$ cat src/include/otd_pkg.sv
// Shared constants and types for the output transition delay block.
package otd_pkg;

  // Clock period and the delay step of one tenth of a second.
  localparam int unsigned CLK_PERIOD_NS = 10;
  localparam int unsigned DLY_STEP_NS   = 100_000_000;
  localparam int unsigned DLY_STEP_CYC  = DLY_STEP_NS / CLK_PERIOD_NS;

  // Extra hold time after the trip-clear input rises, in milliseconds and in steps.
  localparam int unsigned TRIP_HOLD_MS    = 1000;
  localparam int unsigned TRIP_HOLD_STEPS = (TRIP_HOLD_MS * 1_000_000) / DLY_STEP_NS;

  // Delay settings are counted in tenths of a second, 0.0 to 100.0 seconds.
  localparam int unsigned DLY_W = 10;
  localparam logic [DLY_W-1:0] DLY_MAX   = 10'h3E8;
  localparam logic [DLY_W-1:0] DLY_RESET = 10'h000;
  localparam logic [DLY_W-1:0] HOLD_CNT  = DLY_W'(TRIP_HOLD_STEPS);

  // Register bus geometry and register byte offsets.
  localparam int unsigned ADDR_W = 8;
  localparam int unsigned DATA_W = 32;
  localparam int unsigned NUM_SET = 4;
  localparam logic [ADDR_W-1:0] TERM_RISE_OFS  = 8'h00;
  localparam logic [ADDR_W-1:0] TERM_FALL_OFS  = 8'h04;
  localparam logic [ADDR_W-1:0] RELAY_RISE_OFS = 8'h08;
  localparam logic [ADDR_W-1:0] RELAY_FALL_OFS = 8'h0C;
  localparam logic [ADDR_W-1:0] STATUS_OFS     = 8'h10;

  // Setting indices, in offset order.
  localparam int unsigned TERM_RISE_IDX  = 0;
  localparam int unsigned TERM_FALL_IDX  = 1;
  localparam int unsigned RELAY_RISE_IDX = 2;
  localparam int unsigned RELAY_FALL_IDX = 3;

  // Status register bit positions.
  localparam int unsigned ST_TERM_OUT   = 0;
  localparam int unsigned ST_RELAY_OUT  = 1;
  localparam int unsigned ST_TERM_PEND  = 2;
  localparam int unsigned ST_RELAY_PEND = 3;
  localparam int unsigned ST_OFF_INUSE  = 4;
  localparam int unsigned ST_RUNNING    = 5;
  localparam int unsigned ST_MOTOR_OUT  = 6;

  // Output channel indices.
  localparam int unsigned CH_TERM  = 0;
  localparam int unsigned CH_RELAY = 1;
  localparam int unsigned NUM_CH   = 2;

  // Rise and fall delay of one output, in tenths of a second.
  typedef struct packed {
    logic [DLY_W-1:0] rise;
    logic [DLY_W-1:0] fall;
  } otd_dly_t;

  // Per-channel states.
  typedef enum logic [1:0] {
    CH_IDLE,
    CH_WAIT,
    CH_HOLD
  } otd_chst_t;

endpackage

$ cat src/verilog/otd_top.sv
// Output transition delay block: settings registers and two delayed outputs.
`timescale 1ns/1ps

module otd_top #(
  parameter int unsigned STEP_CYCLES = otd_pkg::DLY_STEP_CYC
) (
  input  wire logic                        ref_clk,
  input  wire logic                        resetn,
  input  wire logic [otd_pkg::ADDR_W-1:0]  regAddr,
  input  wire logic [otd_pkg::DATA_W-1:0]  regWdata,
  input  wire logic                        regWr,
  input  wire logic                        regRd,
  output logic      [otd_pkg::DATA_W-1:0]  regRdata,
  input  wire logic                        termSrc,
  input  wire logic                        relaySrc,
  input  wire logic                        driveRunning,
  input  wire logic                        tripClearIn,
  input  wire logic                        motorRunReq,
  output logic                             termOut,
  output logic                             relayOut,
  output logic                             motorOut,
  output logic                             offDelayInUse
);

  logic [otd_pkg::DLY_W-1:0]  dlySet_r [otd_pkg::NUM_SET];
  otd_pkg::otd_dly_t          chDly    [otd_pkg::NUM_CH];
  logic [otd_pkg::NUM_CH-1:0] chSrc;
  logic [otd_pkg::NUM_CH-1:0] chOut;
  logic [otd_pkg::NUM_CH-1:0] chPend;
  logic [otd_pkg::NUM_CH-1:0] chTick;
  logic [otd_pkg::NUM_CH-1:0] chRestart;
  logic                       tripPrev_r;
  logic                       tripEdge;
  logic                       motorOut_r;
  logic [otd_pkg::DATA_W-1:0] rdata_r;
  logic [otd_pkg::DATA_W-1:0] rdata_nxt;
  logic [otd_pkg::DATA_W-1:0] status;
  logic                       wrOk;

  // A setting write is taken only when stopped and the value is in range.
  // range check.
  always_comb begin
    wrOk = regWr && !driveRunning
           && (regWdata[otd_pkg::DATA_W-1:otd_pkg::DLY_W] == 22'h00_0000)
           && (regWdata[otd_pkg::DLY_W-1:0] <= otd_pkg::DLY_MAX);
  end

  // Four delay settings, one register per setting, at consecutive words.
  for (genvar i = 0; i < otd_pkg::NUM_SET; i++) begin : g_set
    localparam logic [otd_pkg::ADDR_W-1:0] OFS = otd_pkg::ADDR_W'(4 * i);
    always_ff @(posedge ref_clk or negedge resetn) begin
      if (!resetn) begin
        dlySet_r[i] <= otd_pkg::DLY_RESET;
      end else if (wrOk && regAddr == OFS) begin
        dlySet_r[i] <= regWdata[otd_pkg::DLY_W-1:0];
      end
    end
  end

  // Group the settings per output so each output is configured on its own.
  always_comb begin
    chDly[otd_pkg::CH_TERM].rise  = dlySet_r[otd_pkg::TERM_RISE_IDX];
    chDly[otd_pkg::CH_TERM].fall  = dlySet_r[otd_pkg::TERM_FALL_IDX];
    chDly[otd_pkg::CH_RELAY].rise = dlySet_r[otd_pkg::RELAY_RISE_IDX];
    chDly[otd_pkg::CH_RELAY].fall = dlySet_r[otd_pkg::RELAY_FALL_IDX];
  end

  assign offDelayInUse = (dlySet_r[otd_pkg::TERM_FALL_IDX] != otd_pkg::DLY_RESET)
                         || (dlySet_r[otd_pkg::RELAY_FALL_IDX] != otd_pkg::DLY_RESET);

  // Edge detect on the trip-clear input, taken as synchronous.
  always_ff @(posedge ref_clk or negedge resetn) begin
    if (!resetn) begin
      tripPrev_r <= 1'b0;
    end else begin
      tripPrev_r <= tripClearIn;
    end
  end

  assign tripEdge = tripClearIn && !tripPrev_r;

  always_ff @(posedge ref_clk or negedge resetn) begin
    if (!resetn) begin
      motorOut_r <= 1'b0;
    end else begin
      motorOut_r <= motorRunReq && !tripClearIn;
    end
  end

  assign motorOut = motorOut_r;

  // Sources in channel order.
  assign chSrc[otd_pkg::CH_TERM]  = termSrc;
  assign chSrc[otd_pkg::CH_RELAY] = relaySrc;

  // One prescaler and one delay channel per output.
  for (genvar c = 0; c < otd_pkg::NUM_CH; c++) begin : g_ch
    otd_tick_gen #(
      .STEP_CYCLES (STEP_CYCLES)
    ) u_tick (
      .ref_clk (ref_clk),
      .resetn  (resetn),
      .restart (chRestart[c]),
      .tick    (chTick[c])
    );

    otd_delay_chan u_chan (
      .ref_clk     (ref_clk),
      .resetn      (resetn),
      .srcIn       (chSrc[c]),
      .tripClearIn (tripClearIn),
      .tripEdge    (tripEdge),
      .dly         (chDly[c]),
      .tick        (chTick[c]),
      .restart     (chRestart[c]),
      .outQ        (chOut[c]),
      .pending     (chPend[c])
    );
  end

  assign termOut  = chOut[otd_pkg::CH_TERM];
  assign relayOut = chOut[otd_pkg::CH_RELAY];

  // Status word showing the live state of the block.
  always_comb begin
    status                         = '0;
    status[otd_pkg::ST_TERM_OUT]   = chOut[otd_pkg::CH_TERM];
    status[otd_pkg::ST_RELAY_OUT]  = chOut[otd_pkg::CH_RELAY];
    status[otd_pkg::ST_TERM_PEND]  = chPend[otd_pkg::CH_TERM];
    status[otd_pkg::ST_RELAY_PEND] = chPend[otd_pkg::CH_RELAY];
    status[otd_pkg::ST_OFF_INUSE]  = offDelayInUse;
    status[otd_pkg::ST_RUNNING]    = driveRunning;
    status[otd_pkg::ST_MOTOR_OUT]  = motorOut_r;
  end

  // Read multiplexer; unmapped addresses read as zero.
  always_comb begin
    rdata_nxt = '0;
    case (regAddr)
      otd_pkg::TERM_RISE_OFS:  rdata_nxt[otd_pkg::DLY_W-1:0] = dlySet_r[otd_pkg::TERM_RISE_IDX];
      otd_pkg::TERM_FALL_OFS:  rdata_nxt[otd_pkg::DLY_W-1:0] = dlySet_r[otd_pkg::TERM_FALL_IDX];
      otd_pkg::RELAY_RISE_OFS: rdata_nxt[otd_pkg::DLY_W-1:0] = dlySet_r[otd_pkg::RELAY_RISE_IDX];
      otd_pkg::RELAY_FALL_OFS: rdata_nxt[otd_pkg::DLY_W-1:0] = dlySet_r[otd_pkg::RELAY_FALL_IDX];
      otd_pkg::STATUS_OFS:     rdata_nxt = status;
      default:                 rdata_nxt = '0;
    endcase
  end

  // Read data is valid only in the cycle after the read strobe.
  always_ff @(posedge ref_clk or negedge resetn) begin
    if (!resetn) begin
      rdata_r <= '0;
    end else if (regRd) begin
      rdata_r <= rdata_nxt;
    end else begin
      rdata_r <= '0;
    end
  end

  assign regRdata = rdata_r;
endmodule

$ cat src/verilog/otd_tick_gen.sv
// Restartable prescaler that marks each tenth of a second.
`timescale 1ns/1ps
module otd_tick_gen #(
  parameter int unsigned STEP_CYCLES = otd_pkg::DLY_STEP_CYC
) (
  input  wire logic ref_clk,
  input  wire logic resetn,
  input  wire logic restart,
  output logic      tick
);

  logic [31:0] cnt_r;

  // Counts clock cycles and wraps after one step; restart realigns the phase.
  always_ff @(posedge ref_clk or negedge resetn) begin
    if (!resetn) begin
      cnt_r <= 32'h0000_0000;
    end else if (restart || cnt_r == STEP_CYCLES - 1) begin
      cnt_r <= 32'h0000_0000;
    end else begin
      cnt_r <= cnt_r + 32'h0000_0001;
    end
  end

  // One-cycle tick at the end of each full step.
  assign tick = !restart && (cnt_r == STEP_CYCLES - 1);
endmodule

$ cat src/verilog/otd_delay_chan.sv
// One output channel: delays rising and falling transitions of its source.
`timescale 1ns/1ps
module otd_delay_chan (
  input  wire logic             ref_clk,
  input  wire logic             resetn,
  input  wire logic             srcIn,
  input  wire logic             tripClearIn,
  input  wire logic             tripEdge,
  input  wire otd_pkg::otd_dly_t dly,
  input  wire logic             tick,
  output logic                  restart,
  output logic                  outQ,
  output logic                  pending
);

  otd_pkg::otd_chst_t            st_r;
  logic [otd_pkg::DLY_W-1:0]     cnt_r;
  logic                          out_r;
  logic                          target;
  logic [otd_pkg::DLY_W-1:0]     useDly;
  logic                          holdLoad;
  logic                          waitLoad;

  // Trip-clear forces the wanted level low; the chosen delay follows the direction.
  always_comb begin
    target   = srcIn && !tripClearIn;
    useDly   = target ? dly.rise : dly.fall;
    holdLoad = tripEdge && out_r && (dly.fall != otd_pkg::DLY_RESET);
    waitLoad = (st_r == otd_pkg::CH_IDLE) && (target != out_r)
               && (useDly != otd_pkg::DLY_RESET);
    restart  = holdLoad || waitLoad;
  end

  // Channel state, step counter and output level.
  always_ff @(posedge ref_clk or negedge resetn) begin
    if (!resetn) begin
      st_r  <= otd_pkg::CH_IDLE;
      cnt_r <= otd_pkg::DLY_RESET;
      out_r <= 1'b0;
    end else if (holdLoad) begin
      st_r  <= otd_pkg::CH_HOLD;
      cnt_r <= otd_pkg::HOLD_CNT;
    end else if (target == out_r) begin
      st_r <= otd_pkg::CH_IDLE;
    end else begin
      case (st_r)
        otd_pkg::CH_IDLE: begin
          if (useDly == otd_pkg::DLY_RESET) begin
            out_r <= target;
          end else begin
            st_r  <= otd_pkg::CH_WAIT;
            cnt_r <= useDly;
          end
        end
        otd_pkg::CH_WAIT, otd_pkg::CH_HOLD: begin
          if (tick) begin
            if (cnt_r == 10'h001) begin
              out_r <= target;
              st_r  <= otd_pkg::CH_IDLE;
            end else begin
              cnt_r <= cnt_r - 10'h001;
            end
          end
        end
        default: begin
          st_r <= otd_pkg::CH_IDLE;
        end
      endcase
    end
  end

  assign outQ    = out_r;
  assign pending = (st_r != otd_pkg::CH_IDLE);
endmodule

$ cat config.mk
export PLATFORM = sky130hd
export DESIGN_NAME = otd_top
export DESIGN_NICKNAME = d
export VERILOG_FILES = /design/src/include/otd_pkg.sv /design/src/verilog/otd_top.sv /design/src/verilog/otd_tick_gen.sv /design/src/verilog/otd_delay_chan.sv
export SDC_FILE = /design/constraint.sdc
export NUM_CORES = 1
export LEC_CHECK = 0
export ABC_AREA = 1
export BUFFER_PORTS_ARGS = -buffer_cell sky130_fd_sc_hd__buf_2
export CAP_MARGIN = 20
export CORE_MARGIN = 2
export CORE_UTILIZATION = 59
export DETAILED_ROUTE_END_ITERATION = 10
export PLACE_DENSITY = 0.88
export SYNTH_ARGS = -nofsm -noshare
export SYNTH_HDL_FRONTEND = slang
export SYNTH_SLANG_ARGS = --single-unit
$ cat constraint.sdc
create_clock -name ref_clk -period 2.15 [get_ports ref_clk]
set_input_delay 0 -clock ref_clk [delete_from_list [all_inputs] [get_ports ref_clk]]
set_output_delay 0 -clock ref_clk [all_outputs]
set_load 0.02 [all_outputs]
After elaboration in Yosys (flattened, before gate mapping)
Index checks and enable logic that the tools add are counted.
- register bits after elaboration: 142
- output and inout port bits: 36
- word-level logic and storage cells: 153
- add/subtract/negate cells: 4
- magnitude comparators: 1
- eq/ne operators: 36
- muxes and demuxes: 38
- bitwise gates (word level): 4
- reductions and logical operators: 55
- operator list (kind ; count):
    $mux W10 ; 13
    $add A32 B1 Y32 const B ; 2
    $eq A32 B24 Y1 const B ; 2
    $mux W32 ; 2
    $pmux W10 S5 ; 1
    $pmux W10 S2 ; 2
    $reduce_bool A10 Y1 ; 4
    $logic_not A22 Y1 ; 1
    $logic_and A1 B1 Y1 ; 21
    $eq A10 B1 Y1 const B ; 2
    $logic_not A10 Y1 ; 2
    $mux W2 ; 10
    $sub A10 B1 Y10 const B ; 2
    $eq A8 B4 Y1 const B ; 2
    $ne A4 B1 Y1 const B ; 4
    $ne A2 B1 Y1 const B ; 6
    $ne A3 B2 Y1 const B ; 4
    $reduce_and A6 Y1 ; 2
    $le A10 B10 Y1 const B ; 1
    $reduce_and A5 Y1 ; 2
    $eq A8 B3 Y1 const B ; 1
    $eq A8 B5 Y1 const B ; 1
    $logic_not A8 Y1 ; 1
    $ne A4 B3 Y1 const B ; 2
    17 further kinds ; 48

Depth between registers and ports, before layout
- depth after elaboration: 12
- depth in mapped cells: 15
- mapped depth without buffers: 14

Hierarchy
From an unflattened synthesis, not the netlist that was laid out.
- cell total of the unflattened synthesis: 1480
- area, all modules: 9713.1 µm²
- modules (own cells, without submodules) (module ; times used ; cells an instance ; area each (µm²) ; seq. area each (µm²)):
    otd_tick_gen ; 2 ; 316 ; 2067.0 ; 800.8
    otd_top ; 1 ; 384 ; 2974.1 ; 1301.2
    otd_delay_chan ; 2 ; 232 ; 1302.5 ; 325.3

Worst setup path after synthesis
Ideal clock, no wire load.
- kind: register to register
- start: register g_ch[1].u_tick.cnt_r[0]
- end: register g_ch[1].u_tick.cnt_r[20]
- library setup time: 0.119 ns
- arrival: 1.668 ns
- data required time: 2.031 ns
- path slack: 0.363 ns
- stages on the path, launching flop included: 11
- clock period less this slack: 1.787 ns
- cells stage by stage: dfrtp_1 ha_1 nand2_1 nor2_1 nand2_1 nor3_1 nand4_1 nor2_1 nand2_1 o21bai_1 nor2_1
- word-level cells in the longest chain between the ends: 3
- RTL lines (item ; line ; text):
    start, declared ; otd_tick_gen.sv:12 ; logic [31:0] cnt_r;
    start signal, assigned ; otd_tick_gen.sv:21 ; cnt_r <= cnt_r + 32'h0000_0001;
    branches (longest 2 deep; another with $add A32 B1 Y32) ; - ;
    $mux W32 (*) ; otd_tick_gen.sv:18 ; end else if (restart || cnt_r == STEP_CYCLES - 1) begin
Every way passes the cells marked *.
A chain may end at the register's enable or synchronous reset.

Worst setup path after layout
- start: register g_ch[1].u_tick.cnt_r[7]
- end: register g_ch[1].u_tick.cnt_r[26]
Same word-level chain as after synthesis.

==> reports/metrics.cfg <==
[global_route]
grt_pass1_wl_um = 36900
grt_usage_pct = 29.2
grt_max_degree = 56
antenna_found_initial = 1
grt_pass1_vias = 7804
grt_overflow = 0

[detailed_routing]
drc = 0
dr_total_vias = 8051
wl_met2_um = 11000
via_per_inst = 5.62
wl_met3_um = 1580
m1WireLength_um = 9160
drtAntennaViolNets = 0
drt-pass1-iter-count = 6
top_layer = met4
postRouteWirelength_um = 22300
drt-initial-drc-count = 816
routedWlPerCell_um = 15.6

[layout]
nets = 1294
final_layout_size_suffix_gt1_share_pct = 14.9
area_delta_synth_final_pct = 16.2
final_core_util_pct = 69.6
nFillCells = 1063

[die]
rows = 44
fp.dieH_um = 125
start_util_pct = 59.8
die_area_mm2 = 0.0156
fp.dieW_um = 125
io-pin-count = 85
coreArea_mm2 = 0.0144

[critical_path]
worstPathArrival_ns = 2.33
worstPathRequired_ns = 2.49
critPathMaxFanout = 5
r2r_cells = 8
cp_slowest_stage_delay_ns = 0.44
crit_chain = nand2_1 -> nor2_1 -> nand2_1 -> nor2_1 -> nand3b_1 -> nor3_1 -> a21oi_1 -> nor3_1
critical_path_class = reg -> reg
crit_slowest_cell = dfrtp_1
cp-end-kind = register
worstSetupStartpointType = register

[timing]
setup-violations-final = 0
setup_tns_ns = 0
rsz0062_at_grt = true
finalMaxSlewViolations = 0
slew_headroom_pct = 64.7
hold_slack_ns = 0.0212
setup_ws_ns = 0.161
final-hold-violation-count = 0
finalCriticalPeriod_ns = 1.99
worst_pin_slew_ns = 0.530
period_share_pct = 92.5
clock.fmax_ghz = 0.503
finalClockSkew_ns = 0.00609

[synth]
ys_seq_area_share_pct = 41.3
synth-simple-area-share_pct = 34.4
muxShareOfSynthArea_pct = 0
ys_types = 52
synthFlopType = dfrtp_1
synth_area_mm2 = 0.00860
synthXorXnorAreaFrac_pct = 5.09
synth_edf_count = 0
postSynthAreaPerCell_um2 = 7.54
synth_fa_ha_area_share_pct = 1.46
syn_inst = 1141
yosys_warnings = 0
synth-compound-area-share_pct = 8.38
synth_seq_cells = 142
async_flop_share_pct = 100
synth_top_family_by_area = simple AND/OR/NAND/NOR gates

[place]
numPortBuffers = 62
gp_congestion = 0.982
hpwl_um = 15800
dpl_worst_slack_ns = 0.0721

[min_path]
min_path_cells = 3
hp-class = in -> reg

[pwr]
p_per_area_mw_per_mm2 = 900
power_w = 0.00899
pwr-share-seq_pct = 36.2
power.internal_w = 0.00584
clkPwrFrac_pct = 34.6
peakVddDrop_v = 0.000987
power.switching_w = 0.00315
leakage_nw = 4.57
p_comb_share_pct = 29.2
switching_share_pct = 35.0

[clock_network]
cts_buffers = 17
clock_latency_ns = 0.43
cts_setup_buffers = 0
cts_sinks = 142
cts.clk_slew.worst_paths_ns = 0.06
cts_tree = built
clock_tree.buffer_depth = 2
cts_root_buf = clkbuf_16
cts_max_level = 4

[run]
drv_cap = 0

[outcome]
status = completed

## synth_stat cells, types with 2 or more instances
master,instances,area (um^2)
o22ai_1,2,12.5
o21ai_1,9,45.0
nor3_1,41,205
ha_1,10,125
a22oi_1,2,15.0
a31oi_1,3,18.8
nor4_2,2,25.0
nand2_1,255,957
a221oi_1,4,35.0
xnor2_1,9,78.8
nand3_1,47,235
dfrtp_1,142,3550
xor2_1,41,359
o21ai_0,62,310
or2_2,4,25.0
buf_2,6,30.0
nand4_1,37,231
nand3b_1,12,90.1
nor2_1,169,634
nand3_2,24,240
o31ai_1,2,15.0
o211ai_1,3,22.5
o221ai_1,3,26.3
nor3b_1,4,30.0
a21oi_1,24,120
nand2_4,2,22.5
buf_4,25,188
inv_1,122,458
nor2_2,7,43.8
buf_6,5,56.3
a22o_1,2,17.5
a211oi_1,2,15.0
nand2_2,8,50.1
nor4_1,18,113
clkbuf_1,16,60.1
## timing repair
item	CTS	global route
hold buffers	15	0
gates resized for setup	1	14
endpoints found under the setup margin	1	24
endpoints found under the hold margin	163	0
## cells in the final DEF, fill, tap and decap left out, drive strengths merged, types with 2 or more instances in the layout
cell	count
o211ai	3
or2	4
buf	92
nor2	176
ha	10
clkinv	5
o21ai	72
clkinvlp	4
xor2	41
dfrtp	142
xnor2	9
nor4	20
o31ai	2
nand4	37
clkbuf	20
o221ai	3
a211oi	2
a22o	2
nand3	71
nand3b	13
inv	124
nand2	265
a31oi	3
nor3b	4
a21oi	25
conb	22
dlygate4sd3	15
a22oi	2
a221oi	4
nor3	42
o22ai	2
bufinv	3
## kinds of logic (layout without fill, tap and decap cells)
kind of cell             Yosys count  count (layout)
XOR/XNOR                          50              50
buffers and inverters            177             263
AO/OA/AOI/OAI                    126             126
other                              1              23
flip-flops                       142             142
adder cells (fa/ha/maj)           10              10
AND/OR/NAND/NOR                  635             635
## worst max-delay path, delay by kind of cell (launching register included)
kind / cells / cell delay (ns)
and+or+nand+nor: 7 / 1.34
DFF: 1 / 0.44
AOI/OAI and AO/OA: 1 / 0.12
## path summary, 6_finish.rpt
check | startpoint | endpoint | slack, ns
setup / recovery | g_ch[1].u_tick.cnt_r[7] | g_ch[1].u_tick.cnt_r[26] | 0.16
hold / removal | regRd | regRdata[8] | 0.02
setup reg to reg | g_ch[1].u_tick.cnt_r[7] | g_ch[1].u_tick.cnt_r[26] | 0.16
hold reg to reg | g_ch[0].u_tick.cnt_r[0] | g_ch[0].u_tick.cnt_r[0] | 0.47
max in group asynchronous | resetn | g_ch[0].u_chan.cnt_r[0] | 1.38
min in group asynchronous | resetn | chDly[0] | 0.11
## through the flow
step	instance area [um^2]	cells
after floorplan	8680	1162
after global routing	9990	1433
after detailed placement	9160	1385
final	9990	1433
after global placement	9160	1385
after CTS	9940	1432
## layout make-up
type                            instances  area (um^2)  share of cell area (%)
Clock buffer                           20          467                    4.67
Inverter                              124          468                    4.68
Timing Repair Buffer                  107          742                    7.42
Tap cell                              184          230                    2.30
Clock inverter                         12          160                    1.60
Antenna cell                            1         2.50                  0.0250
Multi-Input combinational cell        843         4370                    43.7
Sequential cell                       142         3550                    35.6
## flip-flops by register name, indices dropped and copies added, names as in the netlist
register / count
g_ch.u_tick.cnt_r: 64
chDly: 40
g_ch.u_chan.outQ: 2
regRdata: 10
g_ch.u_chan.st_r: 4
motorOut: 1
tripPrev_r: 1
g_ch.u_chan.cnt_r: 20
## power groups by stage
stage	logic, W	clock network (W)	registers (W)
final	0.00263	0.00311	0.00326
after global routing	0.00294	0.00326	0.00330
after CTS	0.00258	0.00312	0.00325
after detailed placement	0.00251	0	0.00329
after global placement	0.00243	0	0.00327
after floorplan	0.00192	0	0.00324
## metal layers
metal	up-vias	global-route usage (%)
li1	3885	-
met1	3750	37.7
met2	361	48.1
met3	55	6.74
met4	0	10.8
met5	-	0
No activity file was read; power rests on OpenSTA's default activity.
